<file path="src/design/npe_pkg.sv">
package npe_pkg;

   // ***********************************************
   // Commands
   // ***********************************************
   typedef enum logic [2:0] {
      CMD_PROGRAM,
      CMD_ROW_PROGRAM,
      CMD_SECTOR_ERASE,
      CMD_MASS_ERASE,
      CMD_BLANK_CHECK
   } npe_cmd_e;

   // ***********************************************
   // Widths and array constants
   // ***********************************************
   localparam int unsigned DATA_W          = 16;
   localparam int unsigned ADDR_W          = 16;
   localparam int unsigned DIV_W           = 8;
   localparam logic [15:0] BLANK_WORD      = 16'hffff;
   localparam int unsigned FLASH_SECTOR_B  = 1024;
   localparam int unsigned EE_SECTOR_B     = 4;
   localparam int unsigned FLASH_BLK_WORDS = 65536;
   localparam int unsigned EE_BLK_WORDS    = 1024;

   // ***********************************************
   // Clock rates in kHz
   // ***********************************************
   localparam int unsigned MCLK_KHZ        = 250000;
   localparam int unsigned OP_KHZ_MIN      = 150;
   localparam int unsigned OP_KHZ_MAX      = 200;
   localparam int unsigned BUS_KHZ_MIN     = 1000;
   localparam int unsigned OSC_KHZ_MIN     = 500;

   // ***********************************************
   // Operation timing counts
   // ***********************************************
   localparam int unsigned SWPGM_OP_TICKS  = 9;
   localparam int unsigned SWPGM_BUS_CYC   = 25;
   localparam int unsigned BWPGM_OP_TICKS  = 4;
   localparam int unsigned BWPGM_BUS_CYC   = 9;
   localparam int unsigned ROW_WORDS       = 64;
   localparam int unsigned ROW_TAIL_WORDS  = 63;
   localparam int unsigned ERA_OP_TICKS    = 4000;
   localparam int unsigned MASS_OP_TICKS   = 20000;
   localparam int unsigned BLANK_SETUP_CYC = 10;

endpackage : npe_pkg

</file>
<file path="src/design/npe_if.sv">
`timescale 1ns/10ps
interface npe_if;
   logic                           req_valid;
   logic                           req_ready;
   npe_pkg::npe_cmd_e              req_cmd;
   logic                           req_array;
   logic [npe_pkg::ADDR_W-1:0]     req_addr;
   logic [npe_pkg::DATA_W-1:0]     req_data;
   logic                           done;
   logic                           fail;
   logic                           busy;

   modport dev (
      input  req_valid,
      output req_ready,
      input  req_cmd,
      input  req_array,
      input  req_addr,
      input  req_data,
      output done,
      output fail,
      output busy
   );

   modport hst (
      output req_valid,
      input  req_ready,
      output req_cmd,
      output req_array,
      output req_addr,
      output req_data,
      input  done,
      input  fail,
      input  busy
   );
endinterface : npe_if

</file>
<file path="src/design/npe_dev.sv">
`timescale 1ns/10ps
module npe_dev #(
   parameter int unsigned ERA_TICKS   = npe_pkg::ERA_OP_TICKS,
   parameter int unsigned MASS_TICKS  = npe_pkg::MASS_OP_TICKS,
   parameter int unsigned FLASH_WORDS = npe_pkg::FLASH_BLK_WORDS,
   parameter int unsigned EE_WORDS    = npe_pkg::EE_BLK_WORDS
) (
   input  wire logic                        mclk,
   input  wire logic                        rst,
   input  wire logic                        ce,
   npe_if.dev                               nvm,
   input  wire logic                        osc_in,
   input  wire logic [npe_pkg::DIV_W-1:0]   flash_op_clock_divider,
   input  wire logic [npe_pkg::DIV_W-1:0]   eeprom_op_clock_divider,
   output logic [npe_pkg::ADDR_W-1:0]       arr_addr,
   output logic [npe_pkg::DATA_W-1:0]       arr_wdata,
   output npe_pkg::npe_cmd_e                arr_cmd,
   output logic                             arr_sel,
   output logic                             arr_strobe,
   input  wire logic [npe_pkg::DATA_W-1:0]  arr_rdata
);

   localparam int unsigned TW = 15;
   localparam logic [7:0]  BUS_SW   = 8'(npe_pkg::SWPGM_BUS_CYC);
   localparam logic [7:0]  BUS_BW   = 8'(npe_pkg::BWPGM_BUS_CYC);
   localparam logic [7:0]  BUS_BLK  = 8'(npe_pkg::BLANK_SETUP_CYC);
   localparam logic [TW-1:0] TK_SW  = TW'(npe_pkg::SWPGM_OP_TICKS);
   localparam logic [TW-1:0] TK_BW  = TW'(npe_pkg::BWPGM_OP_TICKS);
   localparam logic [TW-1:0] TK_ERA = TW'(ERA_TICKS);
   localparam logic [TW-1:0] TK_MAS = TW'(MASS_TICKS);
   localparam logic [6:0]  ROW_MAX  = 7'(npe_pkg::ROW_WORDS);
   localparam logic [npe_pkg::ADDR_W-1:0] LAST_FL = npe_pkg::ADDR_W'(FLASH_WORDS - 1);
   localparam logic [npe_pkg::ADDR_W-1:0] LAST_EE = npe_pkg::ADDR_W'(EE_WORDS - 1);

   typedef enum logic [1:0] {S_IDLE, S_BUS, S_OP, S_BLANK} npe_state_e;

   npe_state_e                  state_q;
   npe_pkg::npe_cmd_e           cmd_q;
   logic                        arr_q;
   logic [npe_pkg::ADDR_W-1:0]  addr_q;
   logic [npe_pkg::DATA_W-1:0]  data_q;
   logic [7:0]                  bus_cnt_q;
   logic [TW-1:0]               tick_cnt_q;
   logic [6:0]                  word_cnt_q;
   logic                        pend_q;
   logic [npe_pkg::ADDR_W-1:0]  pend_addr_q;
   logic [npe_pkg::DATA_W-1:0]  pend_data_q;
   logic                        done_q;
   logic                        fail_q;
   logic                        strobe_q;
   logic [2:0]                  osc_sync_q;
   logic [npe_pkg::DIV_W-1:0]   div_cnt_q;
   logic [npe_pkg::DIV_W-1:0]   div_sel;
   logic                        osc_rise;
   logic                        op_tick;
   logic                        row_mode;
   logic                        accept;
   logic                        pipe_take;
   logic                        word_end;
   logic                        blank_hit;
   logic                        blank_last;

   // ***********************************************
   // Operation clock
   // ***********************************************
   always_ff @(posedge mclk or posedge rst) begin
      if (rst) begin
         osc_sync_q <= 3'h0;
      end else if (ce) begin
         osc_sync_q <= {osc_sync_q[1:0], osc_in};
      end
   end

   // Edge taken between second and third stage, never on the first
   assign osc_rise = osc_sync_q[1] && !osc_sync_q[2];
   assign div_sel  = arr_q ? eeprom_op_clock_divider : flash_op_clock_divider;
   // ratio used as given, never range checked
   assign op_tick  = osc_rise && (div_cnt_q == div_sel);

   always_ff @(posedge mclk or posedge rst) begin
      if (rst) begin
         div_cnt_q <= '0;
      end else if (ce) begin
         // Restart per op phase; the first tick comes on the next matching rise, so it can fall short of a full period
         if (state_q != S_OP || op_tick) begin
            div_cnt_q <= '0;
         end else if (osc_rise) begin
            div_cnt_q <= div_cnt_q + 1'b1;
         end
      end
   end

   // ***********************************************
   // Request acceptance
   // ***********************************************
   // burst only when the target is flash
   assign row_mode  = (cmd_q == npe_pkg::CMD_ROW_PROGRAM) && !arr_q;
   // next word accepted while the current one runs
   assign pipe_take = (state_q == S_BUS || state_q == S_OP) && row_mode && !pend_q
                      && (word_cnt_q < ROW_MAX)
                      && (nvm.req_cmd == npe_pkg::CMD_ROW_PROGRAM) && !nvm.req_array;
   assign nvm.req_ready = (state_q == S_IDLE) || pipe_take;
   assign accept        = ce && nvm.req_valid && (state_q == S_IDLE);
   assign word_end      = (state_q == S_OP) && op_tick && (tick_cnt_q == TW'(1));
   assign blank_hit     = (arr_rdata != npe_pkg::BLANK_WORD);
   assign blank_last    = (addr_q == (arr_q ? LAST_EE : LAST_FL));

   always_ff @(posedge mclk or posedge rst) begin
      if (rst) begin
         pend_q      <= 1'b0;
         pend_addr_q <= '0;
         pend_data_q <= '0;
      end else if (ce) begin
         if (nvm.req_valid && pipe_take) begin
            pend_q      <= 1'b1;
            pend_addr_q <= nvm.req_addr;
            pend_data_q <= nvm.req_data;
         end else if (word_end) begin
            pend_q      <= 1'b0;
         end
      end
   end

   // ***********************************************
   // Sequencer
   // ***********************************************
   always_ff @(posedge mclk or posedge rst) begin
      if (rst) begin
         state_q    <= S_IDLE;
         cmd_q      <= npe_pkg::CMD_PROGRAM;
         arr_q      <= 1'b0;
         addr_q     <= '0;
         data_q     <= '0;
         bus_cnt_q  <= '0;
         tick_cnt_q <= '0;
         word_cnt_q <= '0;
      end else if (ce) begin
         unique case (state_q)
            S_IDLE: begin
               if (accept) begin
                  cmd_q      <= nvm.req_cmd;
                  arr_q      <= nvm.req_array;
                  data_q     <= nvm.req_data;
                  word_cnt_q <= 7'h01;
                  addr_q     <= nvm.req_addr;
                  unique case (nvm.req_cmd)
                     npe_pkg::CMD_PROGRAM, npe_pkg::CMD_ROW_PROGRAM: begin
                        // first word at single word timing
                        bus_cnt_q  <= BUS_SW;
                        tick_cnt_q <= TK_SW;
                        state_q    <= S_BUS;
                     end
                     npe_pkg::CMD_SECTOR_ERASE: begin
                        tick_cnt_q <= TK_ERA;
                        state_q    <= S_OP;
                     end
                     npe_pkg::CMD_MASS_ERASE: begin
                        tick_cnt_q <= TK_MAS;
                        state_q    <= S_OP;
                     end
                     npe_pkg::CMD_BLANK_CHECK: begin
                        bus_cnt_q  <= BUS_BLK;
                        addr_q     <= '0;
                        state_q    <= S_BUS;
                     end
                  endcase
               end
            end
            S_BUS: begin
               if (bus_cnt_q == 8'h01) begin
                  state_q <= (cmd_q == npe_pkg::CMD_BLANK_CHECK) ? S_BLANK : S_OP;
               end
               bus_cnt_q <= bus_cnt_q - 8'h01;
            end
            S_OP: begin
               if (op_tick) begin
                  tick_cnt_q <= tick_cnt_q - TW'(1);
               end
               if (word_end) begin
                  // row continues with burst word times
                  if (row_mode && pend_q) begin
                     bus_cnt_q  <= BUS_BW;
                     tick_cnt_q <= TK_BW;
                     addr_q     <= pend_addr_q;
                     data_q     <= pend_data_q;
                     word_cnt_q <= word_cnt_q + 7'h01;
                     state_q    <= S_BUS;
                  end else begin
                     state_q    <= S_IDLE;
                  end
               end
            end
            S_BLANK: begin
               if (blank_hit || blank_last) begin
                  state_q <= S_IDLE;
               end else begin
                  addr_q  <= addr_q + 1'b1;
               end
            end
         endcase
      end
   end

   // ***********************************************
   // Completion and array strobes
   // ***********************************************
   always_ff @(posedge mclk or posedge rst) begin
      if (rst) begin
         done_q   <= 1'b0;
         fail_q   <= 1'b0;
         strobe_q <= 1'b0;
      end else if (ce) begin
         strobe_q <= word_end;
         done_q   <= (word_end && !(row_mode && pend_q))
                     || (state_q == S_BLANK && (blank_hit || blank_last));
         // Fail moves with done, except a row word handing over to a pending word also clears it; a running scan keeps the last verdict
         if (state_q == S_BLANK && (blank_hit || blank_last)) begin
            fail_q <= blank_hit;
         end else if (word_end) begin
            fail_q <= 1'b0;
         end
      end
   end

   assign nvm.done   = done_q;
   assign nvm.fail   = fail_q;
   assign nvm.busy   = (state_q != S_IDLE);
   assign arr_addr   = addr_q;
   assign arr_wdata  = data_q;
   assign arr_cmd    = cmd_q;
   assign arr_sel    = arr_q;
   assign arr_strobe = strobe_q;

endmodule : npe_dev

</file>
<file path="src/flat_wrapper.sv">
// flat-port wrapper written by rule: the top's interface ports become plain ports
module npe_dev_flat 
#(
   parameter int unsigned ERA_TICKS   = npe_pkg::ERA_OP_TICKS,
   parameter int unsigned MASS_TICKS  = npe_pkg::MASS_OP_TICKS,
   parameter int unsigned FLASH_WORDS = npe_pkg::FLASH_BLK_WORDS,
   parameter int unsigned EE_WORDS    = npe_pkg::EE_BLK_WORDS
)
  (mclk, rst, ce, osc_in, flash_op_clock_divider, eeprom_op_clock_divider, arr_addr, arr_wdata, arr_cmd, arr_sel, arr_strobe, arr_rdata, nvm_req_valid, nvm_req_ready, nvm_req_cmd, nvm_req_array, nvm_req_addr, nvm_req_data, nvm_done, nvm_fail, nvm_busy);
  npe_if nvm_i ();
  input  wire logic mclk;
  input  wire logic rst;
  input  wire logic ce;
  input  wire logic osc_in;
  input  wire logic [npe_pkg::DIV_W-1:0] flash_op_clock_divider;
  input  wire logic [npe_pkg::DIV_W-1:0] eeprom_op_clock_divider;
  output logic [npe_pkg::ADDR_W-1:0] arr_addr;
  output logic [npe_pkg::DATA_W-1:0] arr_wdata;
  output npe_pkg::npe_cmd_e arr_cmd;
  output logic arr_sel;
  output logic arr_strobe;
  input  wire logic [npe_pkg::DATA_W-1:0] arr_rdata;
  input wire logic [$bits(nvm_i.req_valid)-1:0] nvm_req_valid;
  output wire logic [$bits(nvm_i.req_ready)-1:0] nvm_req_ready;
  input wire logic [$bits(nvm_i.req_cmd)-1:0] nvm_req_cmd;
  input wire logic [$bits(nvm_i.req_array)-1:0] nvm_req_array;
  input wire logic [$bits(nvm_i.req_addr)-1:0] nvm_req_addr;
  input wire logic [$bits(nvm_i.req_data)-1:0] nvm_req_data;
  output wire logic [$bits(nvm_i.done)-1:0] nvm_done;
  output wire logic [$bits(nvm_i.fail)-1:0] nvm_fail;
  output wire logic [$bits(nvm_i.busy)-1:0] nvm_busy;
  assign nvm_i.req_valid = nvm_req_valid;
  assign nvm_req_ready = nvm_i.req_ready;
  assign nvm_i.req_cmd = nvm_req_cmd;
  assign nvm_i.req_array = nvm_req_array;
  assign nvm_i.req_addr = nvm_req_addr;
  assign nvm_i.req_data = nvm_req_data;
  assign nvm_done = nvm_i.done;
  assign nvm_fail = nvm_i.fail;
  assign nvm_busy = nvm_i.busy;
  npe_dev #(.ERA_TICKS(ERA_TICKS), .MASS_TICKS(MASS_TICKS), .FLASH_WORDS(FLASH_WORDS), .EE_WORDS(EE_WORDS)) u_core (.mclk(mclk), .rst(rst), .ce(ce), .nvm(nvm_i), .osc_in(osc_in), .flash_op_clock_divider(flash_op_clock_divider), .eeprom_op_clock_divider(eeprom_op_clock_divider), .arr_addr(arr_addr), .arr_wdata(arr_wdata), .arr_cmd(arr_cmd), .arr_sel(arr_sel), .arr_strobe(arr_strobe), .arr_rdata(arr_rdata));
endmodule
</file>
<file path="config.mk">
export PLATFORM = sky130hd
export DESIGN_NAME = npe_dev_flat
export DESIGN_NICKNAME = d
export VERILOG_FILES = /design/src/design/npe_pkg.sv /design/src/design/npe_if.sv /design/src/design/npe_dev.sv /design/src/flat_wrapper.sv
export SDC_FILE = /design/constraint.sdc
export NUM_CORES = 1
export LEC_CHECK = 0
export ABC_AREA = 1
export BUFFER_PORTS_ARGS = -buffer_cell sky130_fd_sc_hd__buf_2
export CAP_MARGIN = 10
export CELL_PAD_IN_SITES_DETAIL_PLACEMENT = 1
export CELL_PAD_IN_SITES_GLOBAL_PLACEMENT = 2
export CORE_ASPECT_RATIO = 1.75
export CORE_MARGIN = 2
export CORE_UTILIZATION = 33
export CTS_BUF_LIST = sky130_fd_sc_hd__clkbuf_2 sky130_fd_sc_hd__clkbuf_4 sky130_fd_sc_hd__clkbuf_8
export CTS_CLUSTER_DIAMETER = 200
export DETAILED_ROUTE_END_ITERATION = 16
export PLACE_DENSITY_LB_ADDON = 0.1
export SLEW_MARGIN = 20
export SYNTH_ARGS = -nofsm -noshare
export SYNTH_HDL_FRONTEND = slang
export SYNTH_SLANG_ARGS = --single-unit
</file>
<file path="constraint.sdc">
create_clock -name mclk -period 4.9 [get_ports mclk]
set_input_delay 1.47 -clock mclk [delete_from_list [all_inputs] [get_ports mclk]]
set_output_delay 1.47 -clock mclk [all_outputs]
set_load 0.01 [all_outputs]
</file>
* Yosys cells after proc, flatten, opt, wreduce, memory -nomap -nowiden
Cells that the tools add are included.
Word-level totals: flip-flop bits (word level) 115, output and inout bits 41, logic and storage cells 133
Cells by class: $add $sub $neg 5, $lt $le $gt $ge 1, eq/ne operators 23, muxes and demuxes 40, reduce and logical (&&, ||, !) cells 48
Operators by type and width (count):
- $mux W16 | 9
- $mux W15 | 4
- $mux W8 | 6
- $pmux W16 S3 | 1
- $pmux W15 S3 | 1
- $pmux W16 S2 | 1
- $pmux W15 S2 | 1
- $pmux W8 S3 | 1
- $mux W7 | 3
- $add A16 B1 Y16 const B | 1
- $eq A16 B16 Y1 | 1
- $logic_and A1 B1 Y1 | 16
- $ne A16 B16 Y1 const B | 1
- $pmux W8 S2 | 1
- $eq A15 B1 Y1 const B | 1
- $sub A15 B1 Y15 const B | 1
- $pmux W7 S2 | 1
- $reduce_and A6 Y1 | 2
- $ne A2 B2 Y1 const B | 5
- $reduce_and A5 Y1 | 2
- $reduce_bool A2 Y1 | 5
- $add A8 B1 Y8 const B | 1
- $eq A8 B1 Y1 const B | 1
- $eq A8 B8 Y1 | 1
- 25 further kinds | 50

* Longest topological paths before layout
depth in word-level cells 10, mapped depth 15

* Worst setup path before layout
Ideal clock, no wire load.
path kind input-to-output, start point input port nvm_req_cmd[2], end point output port nvm_req_ready, data arrival time 2042 ps, data required time 3430 ps, path slack 1388 ps, cell stages on the path 5, buffers on the path 0, cell sequence inv_1 -> nand4_1 -> nor4_1 -> nand2_1 -> nand2_1
On the way: word-level cells in the longest chain between the ends 4
Ends and longest elaborated chain:
- start: declaration | line flat_wrapper.sv:25 | input wire logic [$bits(nvm_i.req_cmd)-1:0] nvm_req_cmd;
- $eq A3 B1 Y1 | line npe_dev.sv:101 | && (nvm.req_cmd == npe_pkg::CMD_ROW_PROGRAM) && !nvm.req_array;
- $logic_and A1 B1 Y1 (2 in series) | line npe_dev.sv:101
- $logic_or A1 B1 Y1 | line npe_dev.sv:102 | assign nvm.req_ready = (state_q == S_IDLE) || pipe_take;
- end: declaration | line flat_wrapper.sv:24 | output wire logic [$bits(nvm_i.req_ready)-1:0] nvm_req_ready;
Every way passes these cells.

* Worst setup path in the final report
Same ends and word-level chain as after synthesis.

==> results_dict.tcl <==
set metrics [dict create \
    status "complete, no violations" \
    cts_hold_buf 0 \
    hp-class "flip-flop to flip-flop" \
    hp-start "u_core.arr_wdata[0]" \
    leakagePower_uw 0.00416 \
    syn_area_sq_mm 0.00699 \
    power-per-cell-area_mw_per_mm2 538 \
    tightest_slew_ns 0.872 \
    cts_htree_levels 4 \
    endpoint_kind "output pin" \
    hold_depth 2 \
    finalWorstSetupSlack_ns 0.918 \
    r2r_slack_ns 1.69 \
    final_common_cell "nand2_1" \
    ys_seq_area_share_pct 41.2 \
    core_area_sq_mm 0.0208 \
    yosysWarnings 0 \
    cts_root_buf "clkbuf_8" \
    clk_path_buf_depth 2 \
    fin_crit_ns 3.98 \
    ant_nets 0 \
    path_cells "buf_2 > inv_1 > nand4_1 > nor4_1 > nand2_1 > nand2_1 > buf_2" \
    rr_worst_depth 13 \
    cpPeakStageDelay_ns 0.34 \
    cts_sinks 115 \
    clk_pin_slew_ns 0.07 \
    drive_above_1_share_pct 19.6 \
    rr_startpoint "u_core.arr_sel" \
    synthTopCellsByArea "dfrtp_1, nand2_1, inv_1" \
    timing.fmax_mhz 251 \
    crit_type "primary input to output pin" \
    cts_resized 0 \
    place_ws_ns 0.919 \
    grt_max_degree 58 \
    rsz0062_at_grt "no" \
    finalWeightedCongestion 0.810 \
    hold_violations 0 \
    min_period_over_period_pct 81.3 \
    io_pins 114 \
    drt_iter0_drc 282 \
    relSlewSlack_pct 41.5 \
    grt_pass1_vias 7225 \
    setup-violations-final 0 \
    design.die.area_sq_mm 0.0224 \
    fin_skew_ns 0.0129 \
    antenna_found_initial 2 \
    avgViaCountPerCell 5.06 \
    irDropWorstVdd_mv 0.189 \
    grt_overflow 0 \
    crit_path_top_delay_cell "nor4_1" \
    start_util_pct 33.5 \
    dp_hpwl_um 16500 \
    syn-num-nets 1028 \
    portBuffers 113 \
    reg2reg_to "u_core.arr_wdata[2]" \
    synthesis.instances 942 \
    clk-insertion-delay-late_ns 0.44 \
    grt.total_usage_pct 20.9 \
    place_inst 1284 \
    layout.cells.non_filler 1317 \
    layout-area-overhead-vs-synth_pct 16.9 \
    avgSynthCellArea_sq_um 7.42 \
    grt_first_pass_wirelength_um 37100 \
    cts_setup_buffers 0 \
    wire_per_inst_um 16.6 \
    drt-total-wl_um 21900 \
    tns_ns 0 \
    yosys_register_bits 115 \
    die_w_um 114 \
    slew_viol_final 0 \
    required_ns 3.43 \
    detail_route.first_pass.iterations 4 \
    yosys.area.top_type "dfrtp_1" \
    fp.dieH_um 197 \
    final_cell_mix "nand2_1, dfrtp_1, buf_2, inv_1, nor2_1" \
    finish.net_count 1137 \
    start_kind "primary input" \
    whs_ns 0.483 \
    critPathArrivalTime_ns 2.51 \
    rows 70 \
    critPathMaxFanout 5 \
    cap_violations 0 \
    synth_top_area_share_pct 41.2 \
    min_to "u_core.arr_wdata[0]" \
    cts-buffers-inserted 17 \
    cts_tree "yes" \
    fillers 2650 \
    vias 6661 \
    drc 0 \
    synth_cell_types 47 \
]
area by class of cell:
type / instances / area, sq um / area share [%]
Antenna cell: 1 / 2.50 / 0.0306
Clock buffer: 21 / 270 / 3.31
Clock inverter: 11 / 135 / 1.65
Inverter: 100 / 380 / 4.65
Multi-Input combinational cell: 693 / 3540 / 43.4
Sequential cell: 115 / 2880 / 35.2
Tap cell: 252 / 315 / 3.86
Timing Repair Buffer: 124 / 648 / 7.93
flip-flops by register name, indices dropped and copies added (netlist names):
register	count
u_core.arr_sel	1
u_core.osc_sync_q	3
u_core.arr_addr	16
u_core.word_cnt_q	7
u_core.div_cnt_q	8
u_core.arr_wdata	16
u_core.state_q	2
u_core.arr_cmd	3
u_core.tick_cnt_q	15
u_core.nvm.done	1
u_core.pend_q	1
u_core.arr_strobe	1
u_core.bus_cnt_q	8
u_core.pend_data_q	16
u_core.pend_addr_q	16
u_core.nvm.fail	1
worst max-delay path: cells and delay by family:
kind	cells	cell delay (ns)
buffers and inverters	3	0.37
AND/OR/NAND/NOR	4	0.68
synthesized netlist by cell type (all sizes together):
master and instances:
nand2 290, dfrtp 115, inv 99, o21ai 99, nor2 75, nand3 66, nand4 39, a21oi 24
clkbuf 20, nor3 15, buf 14, a22oi 13, ha 13, mux2 11, xor2 10, xnor2 8
or2 5, nor4 4, a31oi 3, o211ai 3, o31ai 3, o21bai 2, o22ai 2, a211oi 1
a21o 1, a31o 1, and3 1, clkinv 1, o21a 1, o221ai 1, o311ai 1, or3 1
report_power, final:
| group | internal (uW) | leakage [uW] | switching [uW] |
|---|---|---|---|
| clock network | 528 | 0.000209 | 406 |
| registers | 1190 | 0.00151 | 297 |
| logic | 675 | 0.00244 | 1300 |
| total | 2390 | 0.00416 | 2010 |
kinds of logic after synthesis:
kind of cell	synth area share (%)
AO/OA/AOI/OAI	13.5
XOR/XNOR	2.25
buffers and inverters	8.25
flip-flops	41.2
multiplexers	1.77
adder cells (fa/ha/maj)	2.33
AND/OR/NAND/NOR	30.7
worst max-delay path by stage:
stage               slack (ns)      startpoint  cells after the start                  to
floorplan                 0.39             rst                      1  u_core.arr_addr[0]
global placement          0.92  nvm_req_cmd[2]                      7       nvm_req_ready
detailed placement        0.92  nvm_req_cmd[2]                      7       nvm_req_ready
CTS                       0.91  nvm_req_cmd[2]                      7       nvm_req_ready
global route              0.77  nvm_req_cmd[2]                      7       nvm_req_ready
finish                    0.92  nvm_req_cmd[2]                      7       nvm_req_ready
stage by stage:
| step | util, % | total power, uW | area (sq um) |
|---|---|---|---|
| 2_1_floorplan | - | 2880 | 6990 |
| 4_1_cts | 39.2 | 4480 | 8170 |
| 6_report | 39.2 | 4400 | 8170 |
| 3_5_place_dp | 37.3 | 3520 | 7760 |
| 3_3_place_gp | 37.3 | 3480 | 7760 |
| 5_1_grt | 39.2 | 4810 | 8170 |
layer usage:
| layer | wire length (um) | global-route usage [%] | up-vias |
|---|---|---|---|
| met1 | 8880 | 23.7 | 3185 |
| li1 | - | - | 3315 |
| met5 | 13 | 0 | - |
| met2 | 11700 | 38.6 | 120 |
| met4 | 607 | 7.68 | 2 |
| met3 | 719 | 3.54 | 39 |
Note: power is estimated with default switching activity, not from simulation.
